## src/core/bank_consts.vh

```
/*
  constants for the code bank and reset selection block: register
  offsets, field positions, reset values and timing counts.
  assumes it is included by bare name from the top module and from bo_filter.
*/
`ifndef BANK_CONSTS_VH
`define BANK_CONSTS_VH

// ----------------------------------------------------------------
// register word offsets
// ----------------------------------------------------------------
`define OFF_FLASH_CFG 6'h00
`define OFF_POWER_CTRL 6'h01
`define OFF_IRQ_EN_ONE 6'h02
`define OFF_WDOG_CTRL 6'h03
`define OFF_IRQ_STATUS 6'h04
`define OFF_IRQ_CLEAR 6'h05
`define OFF_IRQ_ENABLE 6'h06
`define OFF_LIVE 6'h07

// ----------------------------------------------------------------
// field positions
// ----------------------------------------------------------------
`define FLD_BANK_SEL 0
`define FLD_SOFT_RST 1
`define FLD_POWER_ON 4
`define FLD_BO_IRQ_EN 3
`define FLD_WDOG_KEEP 2
`define EVT_BO_IRQ 0
`define EVT_BO_RST 1
`define EVT_WD_RST 2
`define EVT_SW_RST 3
`define EVT_EXT_RST 4
`define EVT_W 5

// ----------------------------------------------------------------
// reset values and memory map
// ----------------------------------------------------------------
`define RST_WDOG_CTRL 8'h00
`define RST_VECTOR 16'h0000
`define BO_VECTOR 16'h004b
`define BOOT_TOP 16'h1fff
`define SECTOR_SHIFT 7
`define SECTOR_W 9

// ----------------------------------------------------------------
// timing
// ----------------------------------------------------------------
`define BO_MIN_CYCLES 4

`endif

```

## src/core/code_bank_reset_select.v

```verilog
/*
  code bank overlay selection and reset source handling: decides
  whether low code space comes from the boot block, tracks the
  soft-reset and bank-select bits across all reset kinds, filters
  brownout, and keeps the power-on flag. avalon-mm slave registers.
  assumes RST_I is the power-on reset, the reset pin and supply-low
  inputs are asynchronous, and the watchdog pulse is on CLK_I.
*/
`timescale 1ns/1ns
`default_nettype none
`include "bank_consts.vh"

module code_bank_reset_select #(
  parameter BO_MIN = `BO_MIN_CYCLES
) (
  input wire CLK_I,
  input wire RST_I,
  input wire RST_PIN_I,
  input wire SUPPLY_LOW_I,
  input wire WDOG_RESET_I,
  input wire [15:0] FETCH_ADDR_I,
  input wire [7:0] AVS_ADDRESS_I,
  input wire AVS_READ_I,
  input wire AVS_WRITE_I,
  input wire [31:0] AVS_WRITEDATA_I,
  output reg [31:0] AVS_READDATA_O,
  output reg AVS_WAITREQUEST_O,
  output reg FETCH_BOOT_O,
  output reg [8:0] FETCH_SECTOR_O,
  output reg CPU_RESET_O,
  output reg BO_IRQ_O,
  output reg IRQ_O
);

  // ---------------------------------------------------------------
  // declarations
  // ---------------------------------------------------------------
  reg soft_reset_bit_ff;
  reg bank_select_bit_ff;
  reg power_on_flag_ff;
  reg brownout_irq_enable_ff;
  reg [7:0] wdog_ctrl_ff;
  reg [4:0] irq_sts_ff;
  reg [4:0] irq_en_ff;
  reg bo_prev_ff;
  reg nxt_soft_reset_bit;
  reg nxt_bank_select_bit;
  reg nxt_power_on_flag;
  reg nxt_brownout_irq_enable;
  reg [7:0] nxt_wdog_ctrl;
  reg [4:0] nxt_irq_sts;
  reg [4:0] nxt_irq_en;
  reg [31:0] nxt_rdata;
  wire ext_lvl;
  wire low_lvl;
  wire bo_det;
  wire req;
  wire take;
  wire wr_take;
  wire [5:0] widx;
  wire wr_cfg;
  wire wr_power;
  wire wr_ien;
  wire wr_wdog;
  wire bo_rise;
  wire en_drop;
  wire bo_reset;
  wire sw_reset;
  wire hw_keep_reset;
  wire [4:0] events;

  // ---------------------------------------------------------------
  // decode helpers
  // ---------------------------------------------------------------
  // boot block overlays the low 8 kB only with both bits clear
  function boot_sel;
    input [15:0] addr;
    input soft_bit;
    input bank_bit;
    begin
      boot_sel = (addr <= `BOOT_TOP) && !soft_bit && !bank_bit;
    end
  endfunction

  // word index of a byte address; unaligned low bits are ignored
  function [5:0] word_idx;
    input [7:0] addr;
    begin
      word_idx = addr[7:2];
    end
  endfunction

  // ---------------------------------------------------------------
  // input conditioning
  // ---------------------------------------------------------------
  // the reset pin is only sampled, so a pulse not seen high at two
  // successive edges is lost; the external circuit must stretch it
  pin_sync #(
    .RST_VAL(1'b0)
  ) u_pin_rst (
    .clk_i(CLK_I),
    .rst_i(RST_I),
    .pin_i(RST_PIN_I),
    .level_o(ext_lvl)
  );

  pin_sync #(
    .RST_VAL(1'b0)
  ) u_pin_low (
    .clk_i(CLK_I),
    .rst_i(RST_I),
    .pin_i(SUPPLY_LOW_I),
    .level_o(low_lvl)
  );

  // supply-low must persist before anything reacts
  bo_filter #(
    .MIN_CYCLES(BO_MIN)
  ) u_bo_filter (
    .clk_i(CLK_I),
    .rst_i(RST_I),
    .low_i(low_lvl),
    .det_o(bo_det)
  );

  // ---------------------------------------------------------------
  // bus handshake
  // ---------------------------------------------------------------
  // one wait state: a request is taken in its second cycle
  assign req = AVS_READ_I | AVS_WRITE_I;
  assign take = req & ~AVS_WAITREQUEST_O;
  assign wr_take = take & AVS_WRITE_I;
  assign widx = word_idx(AVS_ADDRESS_I);
  assign wr_cfg = wr_take && (widx == `OFF_FLASH_CFG);
  assign wr_power = wr_take && (widx == `OFF_POWER_CTRL);
  assign wr_ien = wr_take && (widx == `OFF_IRQ_EN_ONE);
  assign wr_wdog = wr_take && (widx == `OFF_WDOG_CTRL);

  // ---------------------------------------------------------------
  // reset sources
  // ---------------------------------------------------------------
  assign bo_rise = bo_det & ~bo_prev_ff;
  // software drops the enable while the supply is still low
  assign en_drop = wr_ien & brownout_irq_enable_ff
    & ~AVS_WRITEDATA_I[`FLD_BO_IRQ_EN];
  assign bo_reset = (bo_rise & ~brownout_irq_enable_ff)
    | (en_drop & bo_det);
  // only a rising edge of the written bit counts
  assign sw_reset = wr_cfg & AVS_WRITEDATA_I[`FLD_SOFT_RST]
    & ~soft_reset_bit_ff;
  assign hw_keep_reset = bo_reset | WDOG_RESET_I;

  assign events = {ext_lvl, sw_reset & ~ext_lvl,
    WDOG_RESET_I & ~ext_lvl, bo_reset & ~ext_lvl,
    bo_rise & brownout_irq_enable_ff};

  // ---------------------------------------------------------------
  // bank bits next state
  // ---------------------------------------------------------------
  // pin reset first, then brownout or watchdog, then software;
  // a software write racing a hardware reset is dropped
  always @* begin
    nxt_soft_reset_bit = soft_reset_bit_ff;
    nxt_bank_select_bit = bank_select_bit_ff;
    if (ext_lvl) begin
      nxt_soft_reset_bit = 1'b0;
      nxt_bank_select_bit = 1'b0;
    end else if (hw_keep_reset) begin
      nxt_bank_select_bit = 1'b0;
    end else if (sw_reset) begin
      nxt_soft_reset_bit = 1'b1;
      nxt_bank_select_bit = 1'b0;
    end else if (wr_cfg) begin
      nxt_soft_reset_bit = AVS_WRITEDATA_I[`FLD_SOFT_RST];
      nxt_bank_select_bit = AVS_WRITEDATA_I[`FLD_BANK_SEL];
    end
  end

  // ---------------------------------------------------------------
  // control registers next state
  // ---------------------------------------------------------------
  // every running reset returns the brownout enable and watchdog control to
  // reset values, except the kept watchdog bit on a software reset
  always @* begin
    nxt_power_on_flag = power_on_flag_ff;
    nxt_brownout_irq_enable = brownout_irq_enable_ff;
    nxt_wdog_ctrl = wdog_ctrl_ff;
    // other resets leave the power-on flag alone
    if (wr_power && !AVS_WRITEDATA_I[`FLD_POWER_ON]) begin
      nxt_power_on_flag = 1'b0;
    end
    if (ext_lvl || hw_keep_reset) begin
      nxt_brownout_irq_enable = 1'b0;
      nxt_wdog_ctrl = `RST_WDOG_CTRL;
    end else if (sw_reset) begin
      nxt_brownout_irq_enable = 1'b0;
      nxt_wdog_ctrl = `RST_WDOG_CTRL;
      nxt_wdog_ctrl[`FLD_WDOG_KEEP] =
        wdog_ctrl_ff[`FLD_WDOG_KEEP];
    end else begin
      if (wr_ien) begin
        nxt_brownout_irq_enable = AVS_WRITEDATA_I[`FLD_BO_IRQ_EN];
      end
      if (wr_wdog) begin
        nxt_wdog_ctrl = AVS_WRITEDATA_I[7:0];
      end
    end
  end

  // ---------------------------------------------------------------
  // interrupt status next state
  // ---------------------------------------------------------------
  // a new event in the clearing cycle survives the clear
  always @* begin
    nxt_irq_sts = irq_sts_ff;
    nxt_irq_en = irq_en_ff;
    if (wr_take && (widx == `OFF_IRQ_CLEAR)) begin
      nxt_irq_sts = irq_sts_ff & ~AVS_WRITEDATA_I[4:0];
    end
    nxt_irq_sts = nxt_irq_sts | events;
    if (wr_take && (widx == `OFF_IRQ_ENABLE)) begin
      nxt_irq_en = AVS_WRITEDATA_I[4:0];
    end
  end

  // ---------------------------------------------------------------
  // read mux
  // ---------------------------------------------------------------
  // unmapped words and the clear register read as zero
  always @* begin
    nxt_rdata = 32'h0000_0000;
    case (widx)
      `OFF_FLASH_CFG: begin
        nxt_rdata[`FLD_SOFT_RST] = soft_reset_bit_ff;
        nxt_rdata[`FLD_BANK_SEL] = bank_select_bit_ff;
      end
      `OFF_POWER_CTRL: begin
        nxt_rdata[`FLD_POWER_ON] = power_on_flag_ff;
      end
      `OFF_IRQ_EN_ONE: begin
        nxt_rdata[`FLD_BO_IRQ_EN] = brownout_irq_enable_ff;
      end
      `OFF_WDOG_CTRL: begin
        nxt_rdata[7:0] = wdog_ctrl_ff;
      end
      `OFF_IRQ_STATUS: begin
        nxt_rdata[4:0] = irq_sts_ff;
      end
      `OFF_IRQ_ENABLE: begin
        nxt_rdata[4:0] = irq_en_ff;
      end
      `OFF_LIVE: begin
        nxt_rdata[0] = bo_det;
        nxt_rdata[1] = ext_lvl;
        nxt_rdata[2] = FETCH_BOOT_O;
      end
      default: begin
        nxt_rdata = 32'h0000_0000;
      end
    endcase
  end

  // ---------------------------------------------------------------
  // register update
  // ---------------------------------------------------------------
  // power-on clears both bank bits and raises the power-on flag
  always @(posedge CLK_I or posedge RST_I) begin
    if (RST_I) begin
      soft_reset_bit_ff <= 1'b0;
      bank_select_bit_ff <= 1'b0;
      power_on_flag_ff <= 1'b1;
      brownout_irq_enable_ff <= 1'b0;
      wdog_ctrl_ff <= `RST_WDOG_CTRL;
      irq_sts_ff <= 5'h00;
      irq_en_ff <= 5'h00;
      bo_prev_ff <= 1'b0;
    end else begin
      soft_reset_bit_ff <= nxt_soft_reset_bit;
      bank_select_bit_ff <= nxt_bank_select_bit;
      power_on_flag_ff <= nxt_power_on_flag;
      brownout_irq_enable_ff <= nxt_brownout_irq_enable;
      wdog_ctrl_ff <= nxt_wdog_ctrl;
      irq_sts_ff <= nxt_irq_sts;
      irq_en_ff <= nxt_irq_en;
      bo_prev_ff <= bo_det;
    end
  end

  // ---------------------------------------------------------------
  // bus outputs
  // ---------------------------------------------------------------
  // waitrequest idles high and drops for exactly one cycle per
  // request, so read data is stable at the taking edge
  always @(posedge CLK_I or posedge RST_I) begin
    if (RST_I) begin
      AVS_WAITREQUEST_O <= 1'b1;
      AVS_READDATA_O <= 32'h0000_0000;
    end else begin
      AVS_WAITREQUEST_O <= ~(req & AVS_WAITREQUEST_O);
      if (req && AVS_WAITREQUEST_O) begin
        AVS_READDATA_O <= nxt_rdata;
      end
    end
  end

  // ---------------------------------------------------------------
  // fetch path
  // ---------------------------------------------------------------
  // registered for timing, so the mapping lags the address by one
  // cycle; a bank change lands under code already in flight, which
  // is why software must not drop bank-select from low code
  always @(posedge CLK_I or posedge RST_I) begin
    if (RST_I) begin
      FETCH_BOOT_O <= 1'b0;
      FETCH_SECTOR_O <= 9'h000;
    end else begin
      FETCH_BOOT_O <= boot_sel(FETCH_ADDR_I, soft_reset_bit_ff,
        bank_select_bit_ff);
      FETCH_SECTOR_O <= FETCH_ADDR_I[15:`SECTOR_SHIFT];
    end
  end

  // ---------------------------------------------------------------
  // core reset and interrupts
  // ---------------------------------------------------------------
  // the core restarts at the reset vector; no port here reaches the
  // ram, so its contents ride through every running reset
  always @(posedge CLK_I or posedge RST_I) begin
    if (RST_I) begin
      CPU_RESET_O <= 1'b1;
      BO_IRQ_O <= 1'b0;
      IRQ_O <= 1'b0;
    end else begin
      CPU_RESET_O <= ext_lvl | hw_keep_reset | sw_reset;
      // held while enabled and low; the core vectors to 004BH
      BO_IRQ_O <= nxt_brownout_irq_enable & bo_det;
      IRQ_O <= |(nxt_irq_sts & nxt_irq_en);
    end
  end

endmodule // code_bank_reset_select

`default_nettype wire

```

## src/core/pin_sync.v

```verilog
/*
  three flip-flop synchroniser for a pin level with an agreement
  check on the last two stages.
  assumes the pin is asynchronous to CLK_I.
*/
`timescale 1ns/1ns
`default_nettype none

module pin_sync #(
  parameter RST_VAL = 1'b0
) (
  input wire clk_i,
  input wire rst_i,
  input wire pin_i,
  output reg level_o
);

  reg s1_ff;
  reg s2_ff;
  reg s3_ff;

  // ---------------------------------------------------------------
  // sync chain
  // ---------------------------------------------------------------
  // s1 feeds only s2; the level moves once s2 and s3 agree
  always @(posedge clk_i or posedge rst_i) begin
    if (rst_i) begin
      s1_ff <= RST_VAL;
      s2_ff <= RST_VAL;
      s3_ff <= RST_VAL;
      level_o <= RST_VAL;
    end else begin
      s1_ff <= pin_i;
      s2_ff <= s1_ff;
      s3_ff <= s2_ff;
      if (s2_ff == s3_ff) begin
        level_o <= s3_ff;
      end
    end
  end

endmodule // pin_sync

`default_nettype wire

```

## src/core/bo_filter.v

```verilog
/*
  persistence filter for the supply-low indication.
  assumes low_i is already synchronised to clk_i.
*/
`timescale 1ns/1ns
`default_nettype none
`include "bank_consts.vh"

module bo_filter #(
  parameter MIN_CYCLES = `BO_MIN_CYCLES
) (
  input wire clk_i,
  input wire rst_i,
  input wire low_i,
  output reg det_o
);

  reg [3:0] cnt_ff;

  // ---------------------------------------------------------------
  // persistence counter
  // ---------------------------------------------------------------
  // any gap restarts the count, so short dips never reach det_o
  always @(posedge clk_i or posedge rst_i) begin
    if (rst_i) begin
      cnt_ff <= 4'h0;
      det_o <= 1'b0;
    end else if (!low_i) begin
      cnt_ff <= 4'h0;
      det_o <= 1'b0;
    end else begin
      if (cnt_ff < MIN_CYCLES[3:0]) begin
        cnt_ff <= cnt_ff + 4'h1;
      end
      det_o <= (cnt_ff >= MIN_CYCLES[3:0] - 4'h1);
    end
  end

endmodule // bo_filter

`default_nettype wire

```

## config.mk

```make
export PLATFORM = sky130hd
export DESIGN_NAME = code_bank_reset_select
export DESIGN_NICKNAME = d
export VERILOG_FILES = /design/src/core/code_bank_reset_select.v /design/src/core/pin_sync.v /design/src/core/bo_filter.v
export VERILOG_INCLUDE_DIRS = /design/src /design/src/core
export SDC_FILE = /design/constraint.sdc
export NUM_CORES = 1
export LEC_CHECK = 0
export BUFFER_PORTS_ARGS = -buffer_cell sky130_fd_sc_hd__clkbuf_2
export CORE_MARGIN = 8
export CORE_UTILIZATION = 51
export DETAILED_ROUTE_END_ITERATION = 6
export HOLD_SLACK_MARGIN = 0.12
export PLACE_DENSITY = 0.89
export SLEW_MARGIN = 20
export SYNTH_ARGS = -nofsm -noshare
export SYNTH_HDL_FRONTEND = slang
export SYNTH_SLANG_ARGS = --single-unit
```

## constraint.sdc

```tcl
create_clock -name CLK_I -period 3.2 [get_ports CLK_I]
set_clock_uncertainty 0.15 [all_clocks]
set_input_delay 0.16 -clock CLK_I [delete_from_list [all_inputs] [get_ports CLK_I]]
set_output_delay 0.16 -clock CLK_I [all_outputs]
set_load 0.01 [all_outputs]
```

; After elaboration in Yosys (flattened, before gate mapping)
; Index checks and enable logic that the tools add are counted.
[classes]
eq_ne = 12
n_mux = 24
addsub = 1
bitwise = 31
magnitude_cmp = 3
n_reduce_logical = 22
[ops]
columns = cell, n
row1 = $eq 6x3->1 const B, 4
row2 = $mux 8, 3
row3 = $le 16x13->1 const B, 1
row4 = $and 1x1->1, 15
row5 = $eq 6x2->1 const B, 2
row6 = $mux 1, 12
row7 = $pmux 1 s4, 3
row8 = $and 5x5->5, 2
row9 = $logic_and 1x1->1, 10
row10 = $mux 5, 2
row11 = $pmux 2 s5, 1
row12 = $mux 4, 2
row13 = $not 1->1, 7
row14 = $eq 6x1->1 const B, 1
row15 = $logic_not 6->1, 1
row16 = $ne 2x1->1 const B, 3
row17 = $reduce_bool 3->1, 2
row18 = $not 5->5, 1
row19 = $or 1x1->1, 5
row20 = $or 5x5->5, 1
row21 = $reduce_or 5->1, 1
row22 = $add 4x1->4 const B, 1
row23 = $ge 4x2->1 const B, 1
row24 = $lt 4x3->1 const B, 1
row25 = other kinds (7), 11
[word_totals]
elab_cells = 119
inputBits = 63
ff_bits = 58

; Logic depth before layout (Yosys ltp)
[depth]
ltp_word = 12
mapped_depth = 7
mapped_depth_nobuf = 5

; By module
; Synthesis repeated with hierarchy kept, for this count alone.
[unflattened]
cells_unflattened = 232
area_unflattened_um2 = 2580.0
[modules_own_cells]
columns = mod, area_each_um2, n_inst, seq_area_each_um2, cells_each
row1 = code_bank_reset_select, 2140.8, 1, 1129.8, 203
row2 = pin_sync, 115.1, 2, 100.1, 6
row3 = bo_filter, 209.0, 1, 125.1, 17

; Worst setup path before layout
; No wires, ideal clock.
[synth_timing]
kind = in2reg
startpoint = input port AVS_ADDRESS_I[7]
endpoint = register IRQ_O
n_path_buf = 0
arrival_time_ps = 1610
slack_ps = 1307
required_ps = 2917
stages = 5
cell_sequence = or4_4 -> nor3_4 -> mux2_2 -> a21boi_0 -> nand4bb_1
[synth_via]
word_cells_on_any_way = 21
cone_classes = eq/ne (3) / mux (2) / bitwise (10) / reduce/logical (6)
[synth_lines]
columns = element, line_no
row1 = from (decl), code_bank_reset_select.v:22  ; input wire [7:0] AVS_ADDRESS_I,
row2 = $eq 6x3->1, n/a
row3 = $logic_and 1x1->1, code_bank_reset_select.v:221  ; if (wr_take && (widx == `OFF_IRQ_ENABLE)) begin
row4 = $mux 5, code_bank_reset_select.v:221
row5 = via nxt_irq_en[0], code_bank_reset_select.v:52  ; reg [4:0] nxt_irq_en;
row6 = $and 5x5->5, code_bank_reset_select.v:337  ; IRQ_O <= |(nxt_irq_sts & nxt_irq_en);
row7 = $reduce_or 5->1, code_bank_reset_select.v:337
row8 = to (signal assigned), code_bank_reset_select.v:337
row9 = to (decl), code_bank_reset_select.v:32  ; output reg IRQ_O
; The timed path passes the listed nets, and every way through them passes these cells.
; A chain may end at the register's enable or synchronous reset.

; Worst setup path in the final report
[layout_timing]
startpoint = register AVS_WAITREQUEST_O
endpoint = register IRQ_O
[layout_via]
word_cells_on_any_way = 20
cone_classes = mux (2) / bitwise (13) / reduce/logical (5)
[layout_lines]
columns = element, line_no
row1 = from (decl), code_bank_reset_select.v:27  ; output reg AVS_WAITREQUEST_O,
row2 = from (signal assigned), code_bank_reset_select.v:299  ; AVS_WAITREQUEST_O <= ~(req & AVS_WAITREQUEST_O);
row3 = $not 1->1, code_bank_reset_select.v:131  ; assign take = req & ~AVS_WAITREQUEST_O;
row4 = $and 1x1->1, code_bank_reset_select.v:131
row5 = $and 1x1->1, code_bank_reset_select.v:132  ; assign wr_take = take & AVS_WRITE_I;
row6 = $logic_and 1x1->1, code_bank_reset_select.v:221
row7 = $mux 5, code_bank_reset_select.v:221
row8 = via nxt_irq_en[3], code_bank_reset_select.v:52
row9 = $and 5x5->5, code_bank_reset_select.v:337
row10 = $reduce_or 5->1, code_bank_reset_select.v:337
; The timed path passes the listed nets, and every way through them passes these cells.

==> run_results.csv <==
group,metric,value,unit
outcome,outcome,"completed",
pwr,p_comb_frac,0.118,
critical_path,start_kind,"register",
synth,ys_seq_area_frac,0.554,
global_routing,grt_start_max_net_pins,57,
clock_network,insertion_delay,340,ps
synth,syn_area_per_cell,11.3,um2
pwr,power_density,536,nW/um2
placed_design,globalplace.congestion,0.843,
synth,synth_ff_type,"dfrtp_1",
synth,yosysUniqueCellTypes,48,
floorplan,core,5040,um2
final_layout,drive_gt1_frac,0.287,
critical_path,critical_path_class,"register to register",
final_layout,nets,373,
sta,period_share,0.661,
synth,yosysWarnings,0,
routing,drc,0,
critical_path,crit_arrival,2170,ps
critical_path,crit_chain,"nand2b_1 -> nor3_4 -> mux2_2 -> a22oi_1 -> nand4bb_1",
clock_network,cts-buffers-inserted,9,
clock_network,clockRootBuffer,"clkbuf_8",
routing,first_pass_iters,4,
pwr,p_int,1.33,mW
critical_path,crit_fanout,6,
critical_path,reg2reg_setup_slack,1080,ps
synth,yosys-top-cells-area,"dfrtp_1 (52%), buf_4 (6.9%), mux2i_1 (4.6%), mux2_2 (4.3%), nand2_1 (3.3%)",
routing,drt_iter0_drc,146,
final_layout,finish.utilization,0.655,
sta,timing.fmax,0.473,GHz
clock_network,clock_path_buffers,2,
sta,final-setup-viol-count,0,
routing,wl_per_cell,15.8,um
pwr,vdd_ir_drop_max,0.362,mV
critical_path,crit_buf_inv,0,
sta,slew_headroom,0.305,
sta,worst_pin_slew,1040,ps
clock_network,cts_htree_levels,3,
floorplan,dieArea,7700,um2
synth,netlist_area,2630,um2
floorplan,ios,109,
sta,setup_ws,1080,ps
final_layout,n_fill_cell,390,
synth,yosysTopAreaCellShare,0.524,
pwr,power_frac_seq,0.461,
placed_design,port_buffers,51,
routing,via_per_inst,5.07,
sta,finalSetupTns,0,ps
sta,slew_violations,0,
pwr,switching_share,0.249,
sta,hold_viol_final,0,
synth,synth_top_cell_by_area,"dfrtp_1",
final_layout,antenna_cells,0,
placed_design,dp_cells,346,
critical_path,cp-end-kind,"register",
pwr,pwr-share-clk,0.421,
routing,vias,1948,
global_routing,antenna_found_initial,0,
floorplan,dieHeight,87.8,um
critical_path,cp.required,3250,ps
final_layout,fin_cells,384,
routing,ant_nets,0,
global_routing,grt_pass1_vias,1987,
floorplan,rows,26,
sta,min_period,2120,ps
critical_path,max_stage_delay,400,ps
routing,wirelength,6050,um
run,maxCapViolCount,0,
global_routing,grt_overflow,0,
pwr,p_leak,1.60,nW
synth,synthTopCellsByCount,"dfrtp_1 (55), buf_4 (24), nand2_1 (23)",
sta,rsz0062_at_grt,"false",
sta,finalHoldWorstSlack,180,ps
synth,async_reset_ff_frac,1.00,
synth,synth-edff-count,0,
placed_design,dp_worst_setup_slack,932,ps
critical_path,critPathSlowestCell,"mux2_2",
global_routing,grt_pass1_wl,9420,um
critical_path,path_delay_family,"simple AND/OR/NAND/NOR gates",
clock_network,cts_tree,"done",
final_layout,area_growth,25.6,%
global_routing,grt_usage,0.165,
worst_hold_path,min_path_type,"primary input to register",
floorplan,die_w,87.8,um
pwr,switching_power,439,uW
synth,yosysMostFrequentCell,"dfrtp_1",
placed_design,dp_hpwl,4050,um
clock_network,cts.sinks,58,
floorplan,start_util,0.521,
synth,synth_seq_cells,58,
clock_network,clk_pin_slew_worst_paths,70,ps
synth,syn_inst,232,
==> flip-flops by register name, indices dropped and copies added, names as in the netlist, 4 cells and up <==
register and cells:
u_bo_filter.cnt_ff 4, irq_sts_ff 5, AVS_READDATA_O 8, wdog_ctrl_ff 8, FETCH_SECTOR_O 9, irq_en_ff 5
==> power by group through the flow <==
stage               registers, mW  logic (mW)  clock network, mW
floorplan                   0.825       0.135                  0
global placement            0.822       0.178                  0
detailed placement          0.826       0.185                  0
CTS                         0.815       0.207              0.756
global route                0.820       0.231              0.786
finish                      0.815       0.208              0.745
==> metal layers <==
metal / wire [um] / up-vias / part of all wire / global-route usage
met5: 0 / - / 0 / 0
met4: 52 / 0 / 0.0086 / 0.0781
li1: - / 906 / - / -
met3: 569 / 5 / 0.094 / 0.0666
met1: 2320 / 952 / 0.38 / 0.181
met2: 3110 / 85 / 0.51 / 0.272
==> worst reg2reg max path, cell delays in order (launching register included) <==
cell and delay (ps):
dfstp_2 370, nand2b_1 260, nor3_4 380, mux2_2 400, a22oi_1 280, nand4bb_1 140
==> repair_timing <==
action | CTS | global route
hold endpoints to repair | 85 | 0
hold buffers | 22 | 0
buffers inserted | 0 | 0
gates resized for setup | 0 | 0
==> metrics by stage <==
step	total power [mW]	area [um2]
finish	1.77	3300
global route	1.84	3300
CTS	1.78	3300
detailed placement	1.01	2860
global placement	1.00	2860
floorplan	0.960	2710
==> area by class of cell <==
| class | count | area, um2 | area share |
|---|---|---|---|
| Clock buffer | 11 | 141 | 0.0428 |
| Clock inverter | 5 | 77.6 | 0.0235 |
| Inverter | 7 | 27.5 | 0.00834 |
| Multi-Input combinational cell | 158 | 1020 | 0.309 |
| Sequential cell | 58 | 1460 | 0.441 |
| Tap cell | 70 | 87.6 | 0.0265 |
| Timing Repair Buffer | 75 | 490 | 0.149 |
==> cell families (layout without fill, tap and decap cells) <==
family	after synthesis	after routing	share of synthesized area
other	1	24	0.00143
AND/OR/NAND/NOR	70	70	0.149
adder cells (fa/ha/maj)	3	3	0.0124
XOR/XNOR	1	1	0.00333
buffers and inverters	39	98	0.0905
flip-flops	58	58	0.554
AO/OA/AOI/OAI	38	38	0.101
multiplexers	22	22	0.0886
==> layout by cell type (no fill, tap or decap), types with 3 or more instances in the layout <==
| cell type | n |
|---|---|
| clkinv_2 | 3 |
| nor3_1 | 3 |
| o21ai_0 | 8 |
| nor2_1 | 17 |
| a21oi_1 | 4 |
| dlygate4sd3_1 | 22 |
| inv_1 | 6 |
| mux2i_1 | 12 |
| a21boi_0 | 4 |
| nand2_1 | 23 |
| clkbuf_2 | 51 |
| o21ai_1 | 7 |
| dfrtp_1 | 55 |
| a22oi_1 | 3 |
| conb_1 | 24 |
| mux2_2 | 10 |
| dfstp_2 | 3 |
| nand2b_1 | 3 |
| clkbuf_8 | 10 |
==> worst paths after layout <==
path / from / to / cells past startpoint
min: AVS_WRITE_I / irq_sts_ff[3]$_DFF_PP0_ / 4
max in group asynchronous: RST_I / irq_sts_ff[2]$_DFF_PP0_ / 4
min reg2reg: u_pin_rst.s1_ff$_DFF_PP0_ / u_pin_rst.s2_ff$_DFF_PP0_ / 0
max: AVS_WAITREQUEST_O$_DFF_PP1_ / IRQ_O$_DFF_PP0_ / 5
min in group asynchronous: RST_I / u_pin_low.s3_ff$_DFF_PP0_ / 3
max reg2reg: AVS_WAITREQUEST_O$_DFF_PP1_ / IRQ_O$_DFF_PP0_ / 5
Power figures use the tool's default switching activity.
